**src/dual_timer_defs.svh**
```systemverilog
// Register indices, field positions, codes and reset values of the dual timer
`ifndef DUAL_TIMER_DEFS_SVH
`define DUAL_TIMER_DEFS_SVH

// Register indices (byte address is four times the index)
`define IDX_CLOCK_DIVIDER      6'h00
`define IDX_TIMER_CONTROL      6'h02
`define IDX_UNIT_A_SETUP       6'h04
`define IDX_UNIT_B_SETUP       6'h06
`define IDX_UNIT_A_MATCH       6'h08
`define IDX_UNIT_B_MATCH       6'h0A
`define IDX_UNIT_A_COUNT       6'h0C
`define IDX_UNIT_B_COUNT       6'h0E
`define IDX_UNIT_A_SOURCE      6'h10
`define IDX_UNIT_B_SOURCE      6'h12
`define IDX_EVENT_FLAGS        6'h30
`define IDX_EVENT_GATE         6'h34
`define IDX_VECTOR_SWITCH_ON   6'h38
`define IDX_VECTOR_SWITCH_OFF  6'h3A
`define IDX_NESTING_CEILING    6'h3C
`define IDX_PENDING_VECTOR     6'h3E

// Control register fields
`define CTL_ENABLE_LSB         0
`define CTL_RESTART_A_BIT      2
`define CTL_RESTART_P_BIT      4

// Unit setup fields
`define SETUP_CLK_LSB          0
`define SETUP_RESTART_LSB      2
`define SETUP_CAPTURE_LSB      5
`define SETUP_MODE_LSB         8
`define SETUP_WRITE_MASK       10'h37F

// Source preselect fields
`define PRESEL_CLK_LSB         0
`define PRESEL_RESTART_LSB     4
`define PRESEL_CAPTURE_LSB     8

// Unit modes
`define MODE_COMPARE           2'h0
`define MODE_ONCE              2'h1
`define MODE_LOOP              2'h2
`define MODE_CAPTURE           2'h3

// Restart source codes
`define RST_SRC_ENABLE         3'h0
`define RST_SRC_OTHER_CMP      3'h1
`define RST_SRC_MEAS_RISE      3'h2
`define RST_SRC_MEAS_FALL      3'h3
`define RST_SRC_SYSTEM         3'h4

// Event flag positions
`define FLAG_PRESCALE_RESTART  0
`define FLAG_OVERFLOW_LSB      1
`define FLAG_RESTART_LSB       3
`define FLAG_CAPTURE_LSB       5
`define FLAG_COMPARE_LSB       7
`define FLAG_COUNT             9

// Vector logic values
`define VECTOR_NONE            4'h9
`define CEILING_RESET          4'h9
`define VECTOR_ENABLE_RESET    9'h1FF

// Counter values
`define SIGNED_LIMIT           16'h7FFF
`define COUNT_ZERO             16'h0000

`endif

```
**src/dual_timer_pkg.sv**
```systemverilog
// Types of the dual capture compare timer
package dual_timer_pkg;

    // Bus answer states, Gray coded
    typedef enum logic [1:0] {
        BUS_IDLE = 2'b00,
        BUS_DONE = 2'b01
    } bus_state_type;

    // Entire state of the timer
    typedef struct packed {
        bus_state_type     bus;
        logic [31:0]       rdata;
        logic [7:0]        pre_val;
        logic [7:0]        pre_cnt;
        logic [1:0]        enable;
        logic [1:0]        enable_prev;
        logic [1:0][9:0]   setup;
        logic [1:0][15:0]  match;
        logic [1:0][15:0]  count;
        logic [1:0]        changed;
        logic [1:0][11:0]  presel;
        logic [8:0]        flags;
        logic [8:0]        gate;
        logic [8:0]        venable;
        logic [3:0]        ceiling;
        logic [2:0]        meas_sync;
        logic [2:0]        phase_prev;
        logic              pwm;
    } state_type;

endpackage

```
**src/dual_timer_unit.sv**
```systemverilog
// Dual 16-bit capture compare timer with prescaler and Avalon-MM registers
//
// Operation
// - Counter clock tick every prescale setting plus one system clocks.
// - Two independent 16-bit up-counters, unit A and unit B.
// - Control bits 0 and 1 are readable run enables of A and B.
// - Control bits 4, 3, 2 are write-only restarts: prescaler, B, A.
// - Mode 0 compares the counter against the match register.
// - Mode 1 compares and clears its own run enable at the match.
// - Mode 2 compares and restarts the counter at every match.
// - Mode 3 loads the count into the match register on capture.
// - Capture source: other compare, meas rise, meas fall, system signal.
// - Restart source: enable/loop, other compare, rise, fall, system signal.
// - Count source: prescaled clock, meas rise, meas fall, system signal.
// - Each unit has a read-write 16-bit match or snapshot register.
// - Counter registers are read-only, reset to zero, ignore writes.
// - Four-bit preselect codes map to sector, step, zero, baud, phase edges.
// - Preselect bits 7:4 choose the system restart signal.
// - Preselect bits 11:8 choose the system capture signal.
// - Prescaler and counter span up to 256 times 65536 clocks.
// - A captures period or low time while B captures high time.
// - PWM: counter A sets period, match of B sets pulse width.
// - Windowed counting: A windows, B counts edges, threshold raises request.
// - Event flags bits 8..0: cmp B/A, cap B/A, rst B/A, ovf B/A, prescale.
// - Overflow event when the count passes the signed 16-bit limit.
// - Nine-bit gate mask passes each flag onto the interrupt request.
// - Vector read gives lowest enabled pending event; writing it clears it.
`timescale 1ns/1ps

`include "dual_timer_defs.svh"

module dual_timer_unit (
    // Clock and reset
    input  wire logic        i_mclk,
    input  wire logic        i_rstn,
    // Avalon-MM register slave
    input  wire logic [7:0]  i_avs_address,
    input  wire logic        i_avs_read,
    input  wire logic        i_avs_write,
    input  wire logic [31:0] i_avs_writedata,
    input  wire logic [3:0]  i_avs_byteenable,
    output logic      [31:0] o_avs_readdata,
    output logic             o_avs_waitrequest,
    // Measurement pin and internal trigger sources
    input  wire logic        i_meas,
    input  wire logic        i_sector_pulse,
    input  wire logic        i_step_pulse,
    input  wire logic        i_zero_mark,
    input  wire logic        i_baud_tick,
    input  wire logic [2:0]  i_phase_sync,
    // Timer outputs
    output logic             o_event_request,
    output logic [1:0]       o_compare_pulse,
    output logic             o_pwm
);

    dual_timer_pkg::state_type s;
    dual_timer_pkg::state_type next_s;

    logic        meas_rise;
    logic        meas_fall;
    logic [15:0] sys_vec;
    logic        pre_tick;
    logic        bus_wr;
    logic        bus_take;
    logic [5:0]  bus_idx;
    logic [1:0]  soft_restart;
    logic [1:0]  cmp_evt;
    logic [1:0]  count_evt;
    logic [1:0]  restart_evt;
    logic [1:0]  capture_evt;
    logic [1:0]  overflow_evt;
    logic [8:0]  pending;
    logic [3:0]  vector_no;

    // Pick one of four sources by a two-bit code
    function automatic logic pick4(input logic [1:0] sel, input logic [3:0] srcs);
        return srcs[sel];
    endfunction

    // Shared preselect code table for all three system signal choices
    function automatic logic pick_sys(input logic [3:0] code, input logic [15:0] vec);
        return vec[code];
    endfunction

    // Byte-lane merge into a 16-bit register
    function automatic logic [15:0] merge16(input logic [15:0] old,
                                            input logic [31:0] wdata,
                                            input logic [3:0]  be);
        merge16 = old;
        if (be[0]) begin
            merge16[7:0] = wdata[7:0];
        end
        if (be[1]) begin
            merge16[15:8] = wdata[15:8];
        end
    endfunction

    // Edge detection reads only the second and third sync stages
    assign meas_rise = s.meas_sync[1] & ~s.meas_sync[2];
    assign meas_fall = ~s.meas_sync[1] & s.meas_sync[2];

    // System signal table: pulses at 0..3, phase rises 8..10, falls 11..13
    assign sys_vec = {2'b00, ~i_phase_sync & s.phase_prev, i_phase_sync & ~s.phase_prev,
                      4'h0, i_baud_tick, i_zero_mark, i_step_pulse, i_sector_pulse};

    // Prescaler tick; setting zero ticks every cycle
    assign pre_tick = (s.pre_cnt == s.pre_val);

    // Bus decode; a write takes effect only in the answer cycle
    assign bus_idx  = i_avs_address[7:2];
    assign bus_take = (s.bus == dual_timer_pkg::BUS_DONE);
    assign bus_wr   = bus_take & i_avs_write;
    assign o_avs_waitrequest = (i_avs_read | i_avs_write) & ~bus_take;
    assign o_avs_readdata    = s.rdata;

    // Write-only restart pulses from the control register
    always_comb begin
        soft_restart = 2'b00;
        if (bus_wr && bus_idx == `IDX_TIMER_CONTROL && i_avs_byteenable[0]) begin
            soft_restart = i_avs_writedata[`CTL_RESTART_A_BIT +: 2];
        end
    end

    // Per-unit event selection; compare uses registered values so A and B never loop
    always_comb begin
        cmp_evt      = 2'b00;
        count_evt    = 2'b00;
        restart_evt  = 2'b00;
        capture_evt  = 2'b00;
        overflow_evt = 2'b00;
        for (int u = 0; u < 2; u++) begin
            cmp_evt[u] = s.changed[u] && (s.count[u] == s.match[u])
                         && (s.setup[u][`SETUP_MODE_LSB +: 2] != `MODE_CAPTURE);
        end
        for (int u = 0; u < 2; u++) begin
            count_evt[u] = s.enable[u] & pick4(s.setup[u][`SETUP_CLK_LSB +: 2],
                {pick_sys(s.presel[u][`PRESEL_CLK_LSB +: 4], sys_vec),
                 meas_fall, meas_rise, pre_tick});
            capture_evt[u] = s.enable[u]
                && (s.setup[u][`SETUP_MODE_LSB +: 2] == `MODE_CAPTURE)
                && pick4(s.setup[u][`SETUP_CAPTURE_LSB +: 2],
                   {pick_sys(s.presel[u][`PRESEL_CAPTURE_LSB +: 4], sys_vec),
                    meas_fall, meas_rise, cmp_evt[1 - u]});
            case (s.setup[u][`SETUP_RESTART_LSB +: 3])
                `RST_SRC_ENABLE:    restart_evt[u] = s.enable[u] & ~s.enable_prev[u];
                `RST_SRC_OTHER_CMP: restart_evt[u] = cmp_evt[1 - u];
                `RST_SRC_MEAS_RISE: restart_evt[u] = meas_rise;
                `RST_SRC_MEAS_FALL: restart_evt[u] = meas_fall;
                `RST_SRC_SYSTEM:    restart_evt[u] =
                    pick_sys(s.presel[u][`PRESEL_RESTART_LSB +: 4], sys_vec);
                default:            restart_evt[u] = 1'b0;
            endcase
            // Loop mode restarts on its own match whatever the restart source
            if (s.setup[u][`SETUP_MODE_LSB +: 2] == `MODE_LOOP && cmp_evt[u]) begin
                restart_evt[u] = 1'b1;
            end
            if (soft_restart[u]) begin
                restart_evt[u] = 1'b1;
            end
            overflow_evt[u] = ~restart_evt[u] & count_evt[u]
                              & (s.count[u] == `SIGNED_LIMIT);
        end
    end

    // Lowest pending vector among gated and switched-on flags
    always_comb begin
        pending   = s.flags & s.gate & s.venable;
        vector_no = `VECTOR_NONE;
        for (int v = `FLAG_COUNT - 1; v >= 0; v--) begin
            if (pending[v]) begin
                vector_no = 4'(v);
            end
        end
    end

    // Request only for vectors above the nesting ceiling in priority
    assign o_event_request = (vector_no != `VECTOR_NONE) && (vector_no < s.ceiling);
    assign o_compare_pulse = cmp_evt;
    assign o_pwm           = s.pwm;

    // Next state
    always_comb begin
        next_s = s;

        // Pin synchroniser and phase history
        next_s.meas_sync  = {s.meas_sync[1:0], i_meas};
        next_s.phase_prev = i_phase_sync;

        // Bus answer: one wait cycle, then data and acknowledge
        case (s.bus)
            dual_timer_pkg::BUS_IDLE: begin
                if (i_avs_read || i_avs_write) begin
                    next_s.bus   = dual_timer_pkg::BUS_DONE;
                    next_s.rdata = 32'h0000_0000;
                    case (bus_idx)
                        `IDX_CLOCK_DIVIDER:   next_s.rdata[7:0]  = s.pre_val;
                        `IDX_TIMER_CONTROL:   next_s.rdata[1:0]  = s.enable;
                        `IDX_UNIT_A_SETUP:    next_s.rdata[9:0]  = s.setup[0];
                        `IDX_UNIT_B_SETUP:    next_s.rdata[9:0]  = s.setup[1];
                        `IDX_UNIT_A_MATCH:    next_s.rdata[15:0] = s.match[0];
                        `IDX_UNIT_B_MATCH:    next_s.rdata[15:0] = s.match[1];
                        `IDX_UNIT_A_COUNT:    next_s.rdata[15:0] = s.count[0];
                        `IDX_UNIT_B_COUNT:    next_s.rdata[15:0] = s.count[1];
                        `IDX_UNIT_A_SOURCE:   next_s.rdata[11:0] = s.presel[0];
                        `IDX_UNIT_B_SOURCE:   next_s.rdata[11:0] = s.presel[1];
                        `IDX_EVENT_FLAGS:     next_s.rdata[8:0]  = s.flags;
                        `IDX_EVENT_GATE:      next_s.rdata[8:0]  = s.gate;
                        `IDX_NESTING_CEILING: next_s.rdata[3:0]  = s.ceiling;
                        `IDX_PENDING_VECTOR:  next_s.rdata[3:0]  = vector_no;
                        default:              next_s.rdata       = 32'h0000_0000;
                    endcase
                end
            end
            dual_timer_pkg::BUS_DONE: begin
                next_s.bus = dual_timer_pkg::BUS_IDLE;
            end
            default: begin
                next_s.bus = dual_timer_pkg::BUS_IDLE;
            end
        endcase

        // Software writes; counters have no write path
        if (bus_wr) begin
            case (bus_idx)
                `IDX_CLOCK_DIVIDER: begin
                    next_s.pre_val = 8'(merge16({8'h00, s.pre_val}, i_avs_writedata,
                                                i_avs_byteenable));
                end
                `IDX_TIMER_CONTROL: begin
                    if (i_avs_byteenable[0]) begin
                        next_s.enable = i_avs_writedata[`CTL_ENABLE_LSB +: 2];
                    end
                end
                `IDX_UNIT_A_SETUP: begin
                    next_s.setup[0] = 10'(merge16({6'h00, s.setup[0]}, i_avs_writedata,
                                      i_avs_byteenable)) & `SETUP_WRITE_MASK;
                end
                `IDX_UNIT_B_SETUP: begin
                    next_s.setup[1] = 10'(merge16({6'h00, s.setup[1]}, i_avs_writedata,
                                      i_avs_byteenable)) & `SETUP_WRITE_MASK;
                end
                `IDX_UNIT_A_MATCH: begin
                    next_s.match[0] = merge16(s.match[0], i_avs_writedata, i_avs_byteenable);
                end
                `IDX_UNIT_B_MATCH: begin
                    next_s.match[1] = merge16(s.match[1], i_avs_writedata, i_avs_byteenable);
                end
                `IDX_UNIT_A_SOURCE: begin
                    next_s.presel[0] = 12'(merge16({4'h0, s.presel[0]}, i_avs_writedata,
                                       i_avs_byteenable));
                end
                `IDX_UNIT_B_SOURCE: begin
                    next_s.presel[1] = 12'(merge16({4'h0, s.presel[1]}, i_avs_writedata,
                                       i_avs_byteenable));
                end
                `IDX_EVENT_FLAGS: begin
                    // Write one to clear
                    next_s.flags = s.flags & ~9'(merge16(16'h0000, i_avs_writedata,
                                                         i_avs_byteenable));
                end
                `IDX_EVENT_GATE: begin
                    next_s.gate = 9'(merge16({7'h00, s.gate}, i_avs_writedata,
                                             i_avs_byteenable));
                end
                `IDX_VECTOR_SWITCH_ON: begin
                    if (i_avs_byteenable[0] && i_avs_writedata[3:0] < `VECTOR_NONE) begin
                        next_s.venable[i_avs_writedata[3:0]] = 1'b1;
                    end
                end
                `IDX_VECTOR_SWITCH_OFF: begin
                    if (i_avs_byteenable[0] && i_avs_writedata[3:0] < `VECTOR_NONE) begin
                        next_s.venable[i_avs_writedata[3:0]] = 1'b0;
                    end
                end
                `IDX_NESTING_CEILING: begin
                    if (i_avs_byteenable[0]) begin
                        next_s.ceiling = i_avs_writedata[3:0];
                    end
                end
                `IDX_PENDING_VECTOR: begin
                    if (i_avs_byteenable[0] && i_avs_writedata[3:0] < `VECTOR_NONE) begin
                        next_s.flags[i_avs_writedata[3:0]] = 1'b0;
                    end
                end
                default: begin
                    next_s.flags = s.flags;
                end
            endcase
        end

        // Prescaler counts 0..setting then wraps; 8 bits times 16 bits of range
        next_s.pre_cnt = pre_tick ? 8'h00 : s.pre_cnt + 8'h01;
        if (bus_wr && bus_idx == `IDX_TIMER_CONTROL && i_avs_byteenable[0]
                && i_avs_writedata[`CTL_RESTART_P_BIT]) begin
            next_s.pre_cnt = 8'h00;
            next_s.flags[`FLAG_PRESCALE_RESTART] = 1'b1;
        end

        // Counter units; hardware runs after software so its events win
        next_s.enable_prev = s.enable;
        for (int u = 0; u < 2; u++) begin
            next_s.changed[u] = 1'b0;
            if (restart_evt[u]) begin
                next_s.count[u] = `COUNT_ZERO;
                next_s.flags[`FLAG_RESTART_LSB + u] = 1'b1;
            end else if (count_evt[u]) begin
                next_s.count[u]   = s.count[u] + 16'h0001;
                next_s.changed[u] = 1'b1;
            end
            if (overflow_evt[u]) begin
                next_s.flags[`FLAG_OVERFLOW_LSB + u] = 1'b1;
            end
            if (capture_evt[u]) begin
                next_s.match[u] = s.count[u];
                next_s.flags[`FLAG_CAPTURE_LSB + u] = 1'b1;
            end
            if (cmp_evt[u]) begin
                next_s.flags[`FLAG_COMPARE_LSB + u] = 1'b1;
                if (s.setup[u][`SETUP_MODE_LSB +: 2] == `MODE_ONCE) begin
                    next_s.enable[u] = 1'b0;
                end
            end
        end

        // PWM level: high from A restart, low at B match
        if (cmp_evt[1]) begin
            next_s.pwm = 1'b0;
        end else if (restart_evt[0]) begin
            next_s.pwm = 1'b1;
        end
    end

    // State register with synchronous reset
    always_ff @(posedge i_mclk) begin
        if (!i_rstn) begin
            s         <= '0;
            s.bus     <= dual_timer_pkg::BUS_IDLE;
            s.venable <= `VECTOR_ENABLE_RESET;
            s.ceiling <= `CEILING_RESET;
        end else begin
            s <= next_s;
        end
    end

endmodule // dual_timer_unit

```
**config.mk**
```make
export PLATFORM = sky130hd
export DESIGN_NAME = dual_timer_unit
export DESIGN_NICKNAME = d
export VERILOG_FILES = /design/src/dual_timer_pkg.sv /design/src/dual_timer_unit.sv
export VERILOG_INCLUDE_DIRS = /design/src
export SDC_FILE = /design/constraint.sdc
export NUM_CORES = 1
export LEC_CHECK = 0
export ABC_AREA = 0
export BUFFER_PORTS_ARGS = -buffer_cell sky130_fd_sc_hd__buf_2
export CELL_PAD_IN_SITES_DETAIL_PLACEMENT = 0
export CELL_PAD_IN_SITES_GLOBAL_PLACEMENT = 1
export CORE_MARGIN = 2
export CORE_UTILIZATION = 41
export CTS_CLUSTER_DIAMETER = 150
export DETAILED_ROUTE_END_ITERATION = 6
export PLACE_DENSITY = 0.81
export SLEW_MARGIN = 10
export SYNTH_ARGS = -nofsm -noshare
export SYNTH_HDL_FRONTEND = slang
export SYNTH_SLANG_ARGS = --single-unit
```
**constraint.sdc**
```tcl
create_clock -name i_mclk -period 2.1 [get_ports i_mclk]
set_input_delay 0.21 -clock i_mclk [delete_from_list [all_inputs] [get_ports i_mclk]]
set_output_delay 0.21 -clock i_mclk [all_outputs]
set_load 0.02 [all_outputs]
```
Word-level counts from Yosys, hierarchy flattened:

Cells that the tools add are included.

* add/sub/neg operators: 3
* bitwise gates (word level): 33
* muxes and demuxes: 87
* multiply operators: 0
* reductions and logical operators: 78
* eq/ne operators: 48
* shifts and indexed selects: 0
* magnitude comparators: 14
* div/mod/pow operators: 0

Operators with widths (number)
* AND reduction 3 bit: 25
* 2-to-1 mux 16 bit: 4
* 2-to-1 mux 8 bit: 6
* bitwise AND 9 bit: 5
* case mux 4 bit (11 select lines): 1
* 2-to-1 mux 4 bit: 10
* == test 6 bit (second input constant): 6
* 2-to-1 mux 9 bit: 4
* case mux 9 bit (2 select lines): 2
* less-than comparator 4 x 5 -> 1 bit (second input constant): 7
* 2-to-1 mux 1 bit: 35
* adder 16 x 1 -> 16 bit (second input constant): 2
* == test 16 x 15 -> 1 bit (second input constant): 2
* == test 16 bit: 2
* 2-to-1 mux 32 bit: 1
* nonzero test 2 bit: 16
* 2-to-1 mux 31 bit: 1
* case mux 2 bit (14 select lines): 1
* != test 3 bit (second input constant): 9
* nonzero test 3 bit: 9
* case mux 2 bit (13 select lines): 1
* binary-select mux 1 bit (select 4 bit): 6
* == test 6 x 4 -> 1 bit (second input constant): 4
* NOT 9 bit: 2
* 39 further kinds: 102

* output and inout bits: 37
* logic and storage cells: 301
* memory bits (writable): 0
* latch bits: 0
* bits in registers: 183
* ROM bits: 0
* memories kept: 0

Depth between registers and ports, before layout:

* depth in word-level cells: 13
* depth in mapped cells: 10

Worst setup path before layout:

Ideal clock, no wire load.

* path type: reg-to-reg
* start point: register s[82] in the netlist's numbering
* end point: register s[66] in the netlist's numbering
* arrival time: 2.222 ns
* path buffers: 3
* slack: -0.239 ns
* period minus slack after synthesis: 2.339 ns
* data required time: 1.983 ns
* cell stages (with the launch flop): 11
* cell sequence: dfxtp_1 -> clkbuf_1 -> xor2_1 -> nor4_1 -> nand2_1 -> nor3_1 -> a21boi_2 -> a311o_1 -> buf_6 -> buf_2 -> nor2_1

* cells in the longest elaborated chain, start to end: 7

RTL lines
* start: declaration: RTL line dual_timer_unit.sv:57 `dual_timer_pkg::state_type s;`
* start signal: assignment: RTL line dual_timer_unit.sv:342 `s <= next_s;`
* == test 16 bit: RTL line dual_timer_unit.sv:133 `cmp_evt[u] = s.changed[u] && (s.count[u] == s.match[u])`
* logical AND 1 bit (2 in series): RTL line dual_timer_unit.sv:133
* via o_compare_pulse[1]: RTL line dual_timer_unit.sv:53 `output logic [1:0] o_compare_pulse,`
* case mux 1 bit (5 select lines): RTL line dual_timer_unit.sv:145 `` case (s.setup[u][`SETUP_RESTART_LSB +: 3]) ``
* 2-to-1 mux 1 bit: RTL line dual_timer_unit.sv:155 `` if (s.setup[u][`SETUP_MODE_LSB +: 2] == `MODE_LOOP && cmp_evt[u]) begin ``
* 2-to-1 mux 1 bit: RTL line dual_timer_unit.sv:158 `if (soft_restart[u]) begin`
* OR reduction 2 bit (no source line)

The timed path passes the listed nets, and every way through them passes these cells.
A chain may end at the register's enable or synchronous reset.

==> flow_metrics.tcl <==
set metrics [dict create \
    status "complete, but fails checks" \
    violations "setup timing" \
    vias 11068 \
    min_from "i_phase_sync[2]" \
    gp_congestion 0.956 \
    cts_htree_levels 4 \
    row_count 57 \
    setup_slack_ps -535 \
    synth_seq_cells 183 \
    holdPathEnd "s[3]" \
    drc 0 \
    netlist_top_cells_count "183 x dfxtp_1, 133 x nand2_1, 108 x nand3_1, 106 x a21oi_1, 97 x nor2_1" \
    crit_arrival_ps 2420 \
    cp.required_ps 1890 \
    min_path_type "input pin to flop" \
    synth_seq_area_share_pct 36.4 \
    finalHoldViolations 0 \
    cts.sinks 183 \
    wirelength_mm 41.4 \
    io_buffers 56 \
    grt_pass1_vias 10179 \
    drtIter0Drc 1453 \
    yosysTopAreaCell "dfxtp_1" \
    drv_slew 0 \
    pin_count 93 \
    ir_drop_mv 0.379 \
    crit_path_start_kind "flop" \
    synth_most_common_cell "dfxtp_1" \
    clockBufferDepth 2 \
    die_w_um 161 \
    die_area_um2 25800 \
    yosysTopAreaCellShare_pct 36.4 \
    grt_usage_pct 31.3 \
    yosysUniqueCellTypes 72 \
    syn_area_um2 10100 \
    core-area_um2 24200 \
    start_util_pct 41.6 \
    die_h_um 161 \
    r2r_slack_ps -410 \
    max_slew_margin_pct 53.0 \
    syn_avg_cell_area_um2 8.12 \
    fmax_mhz 380 \
    regArea_um2 3680 \
    cts_inserted_buffers 17 \
    antenna_found_initial 1 \
    ant_nets 0 \
    crit_type "flop to output pin" \
    worst_r2r_startpoint "s[120]" \
    first_pass_iters 6 \
    holdPathStages 2 \
    synthCells 1239 \
    synth_area_leaders "dfxtp_1 36%, nand3_1 5.4%, a21oi_1 5.3%, nand2_1 5.0%, nor2_1 3.6%" \
    p_leak_nw 5.46 \
    synth_edf_count 0 \
    worstSetupEndpointType "output pin" \
    root_buffer "clkbuf_16" \
    clkTransAtPathRegs_ps 70 \
    tns_ps -18200 \
    drive_gt1_share_pct 34.1 \
    nets 1519 \
    tightest_slew_ps 698 \
    dp_hpwl_mm 28.1 \
    grt_max_degree 52 \
    rsz0062_at_grt "yes" \
    worstReg2RegEnd "s[79]" \
    grt_pass1_wl_mm 61.4 \
    cts_tree "built" \
    fin_skew_ps 11.8 \
    fillers 2091 \
    r2r_cells 13 \
    viasPerCell 6.17 \
    async_flop_share_pct 0 \
    cap_violations 0 \
    clk_latency_ps 440 \
    utilization_pct 57.1 \
    setup_viol 77 \
    syn2layout_area_growth_pct 37.3 \
    yosys_warnings 0 \
    cp_max_fo 2 \
    post-route-min-period_ps 2630 \
    grt_remaining_overflow 0 \
    finalCritPeriodShare_pct 125 \
    detail_route.wl_per_cell_um 23.1 \
    multi_input_area_um2 6470 \
    ys_dominant_reg_cell "dfxtp_1" \
    power_density_nw_per_um2 544 \
]
==> power by group <==
group          switching, mW  total (mW)  internal [mW]
Sequential            0.0210        3.51           3.49
Clock                   1.55        3.38           1.83
Combinational          0.404       0.616          0.212
Total                   1.98        7.51           5.53
==> how the worst max path moves through the flow <==
| stage | cells after the start | slack [ps] | end |
|---|---|---|---|
| floorplan | 9 | -10 | s[93] |
| finish | 9 | -530 | o_event_request |
| CTS | 9 | -490 | o_event_request |
| detailed placement | 9 | -220 | s[83] |
| global route | 10 | -610 | o_event_request |
| global placement | 9 | -240 | s[94] |
==> per-layer routing <==
layer  part of all wire [%]  track usage, %
met1                     39            41.8
met2                     44            48.6
met3                     12            7.49
met4                    4.5            12.9
met5                      0               0
==> critical path: stages (launching register included) <==
cell	delay [ps]
dfxtp_2	330
and3_4	180
nand2b_4	150
buf_6	130
nor2_4	90
nor2_2	50
ha_1	310
a31o_2	270
a221oi_4	310
buf_6	160
==> logic make-up (layout without fill, tap and decap cells) <==
kind of cell    count (synthesis)  in the layout  synth area share, %
mux                            46             46                 5.98
compound gates                300            300                 19.5
buf+inv                       145            361                 7.15
xor+xnor                       74             74                 6.44
fa+ha+maj                       6              6                0.746
other cells                     1             17               0.0373
flops                         183            183                 36.4
simple gates                  484            484                 23.7
==> cell usage in the layout (no fill, tap or decap), types with 8 or more instances in the layout <==
| cell | n |
|---|---|
| nor2_1 | 69 |
| nor3_1 | 10 |
| a21oi_1 | 88 |
| buf_4 | 216 |
| and2_1 | 11 |
| mux2i_1 | 34 |
| xor2_1 | 39 |
| inv_1 | 15 |
| o211ai_1 | 15 |
| conb_1 | 16 |
| mux4_2 | 10 |
| xnor2_1 | 29 |
| nand3_1 | 104 |
| nand4_1 | 14 |
| nand2b_1 | 15 |
| a222oi_1 | 11 |
| a311oi_1 | 9 |
| a221oi_1 | 14 |
| a21oi_2 | 18 |
| buf_2 | 53 |
| dfxtp_1 | 169 |
| and3_1 | 22 |
| a31oi_1 | 13 |
| o21ai_0 | 34 |
| buf_6 | 23 |
| o21ai_2 | 14 |
| nor3_4 | 8 |
| buf_12 | 12 |
| a22oi_1 | 23 |
| clkbuf_16 | 19 |
| nor2b_1 | 9 |
| nor2_2 | 11 |
| dfxtp_2 | 14 |
| nand2_1 | 131 |
| nor2_4 | 17 |
==> stage by stage <==
step | hold WS, ps | std cells | cell area (um^2) | total power, mW | setup WS [ps]
finish | 10.7 | 1795 | 13800 | 7.51 | -535
global route | 15.8 | 1794 | 13800 | 7.71 | -608
CTS | 10.9 | 1786 | 13400 | 7.50 | -494
detailed placement | 421 | 1721 | 11900 | 4.13 | -218
global placement | 422 | 1721 | 11900 | 4.13 | -242
floorplan | 332 | 1254 | 10200 | 3.91 | -10.3
==> flip-flops by register name, summed over array words and instances (netlist names), named ones only <==
name	cells
o_avs_readdata	16
s	153
next_s	4
o_pwm	1
==> final cells by class <==
type	count	area share (%)
Multi-Input combinational cell	926	46.9
Sequential cell	183	26.7
Timing Repair Buffer	312	18.7
Clock buffer	19	3.21
Tap cell	324	2.94
Clock inverter	13	1.15
Inverter	17	0.489
Antenna cell	1	0.0181
==> timing repair <==
action	CTS	global route
endpoints found under the setup margin	74	77
pin swaps	64	31
gates cloned	11	1
hold buffers	1	0
gates resized for setup	147	80
setup buffers	23	18
hold endpoints to repair	1	0
(Power assumes the default switching activity.)
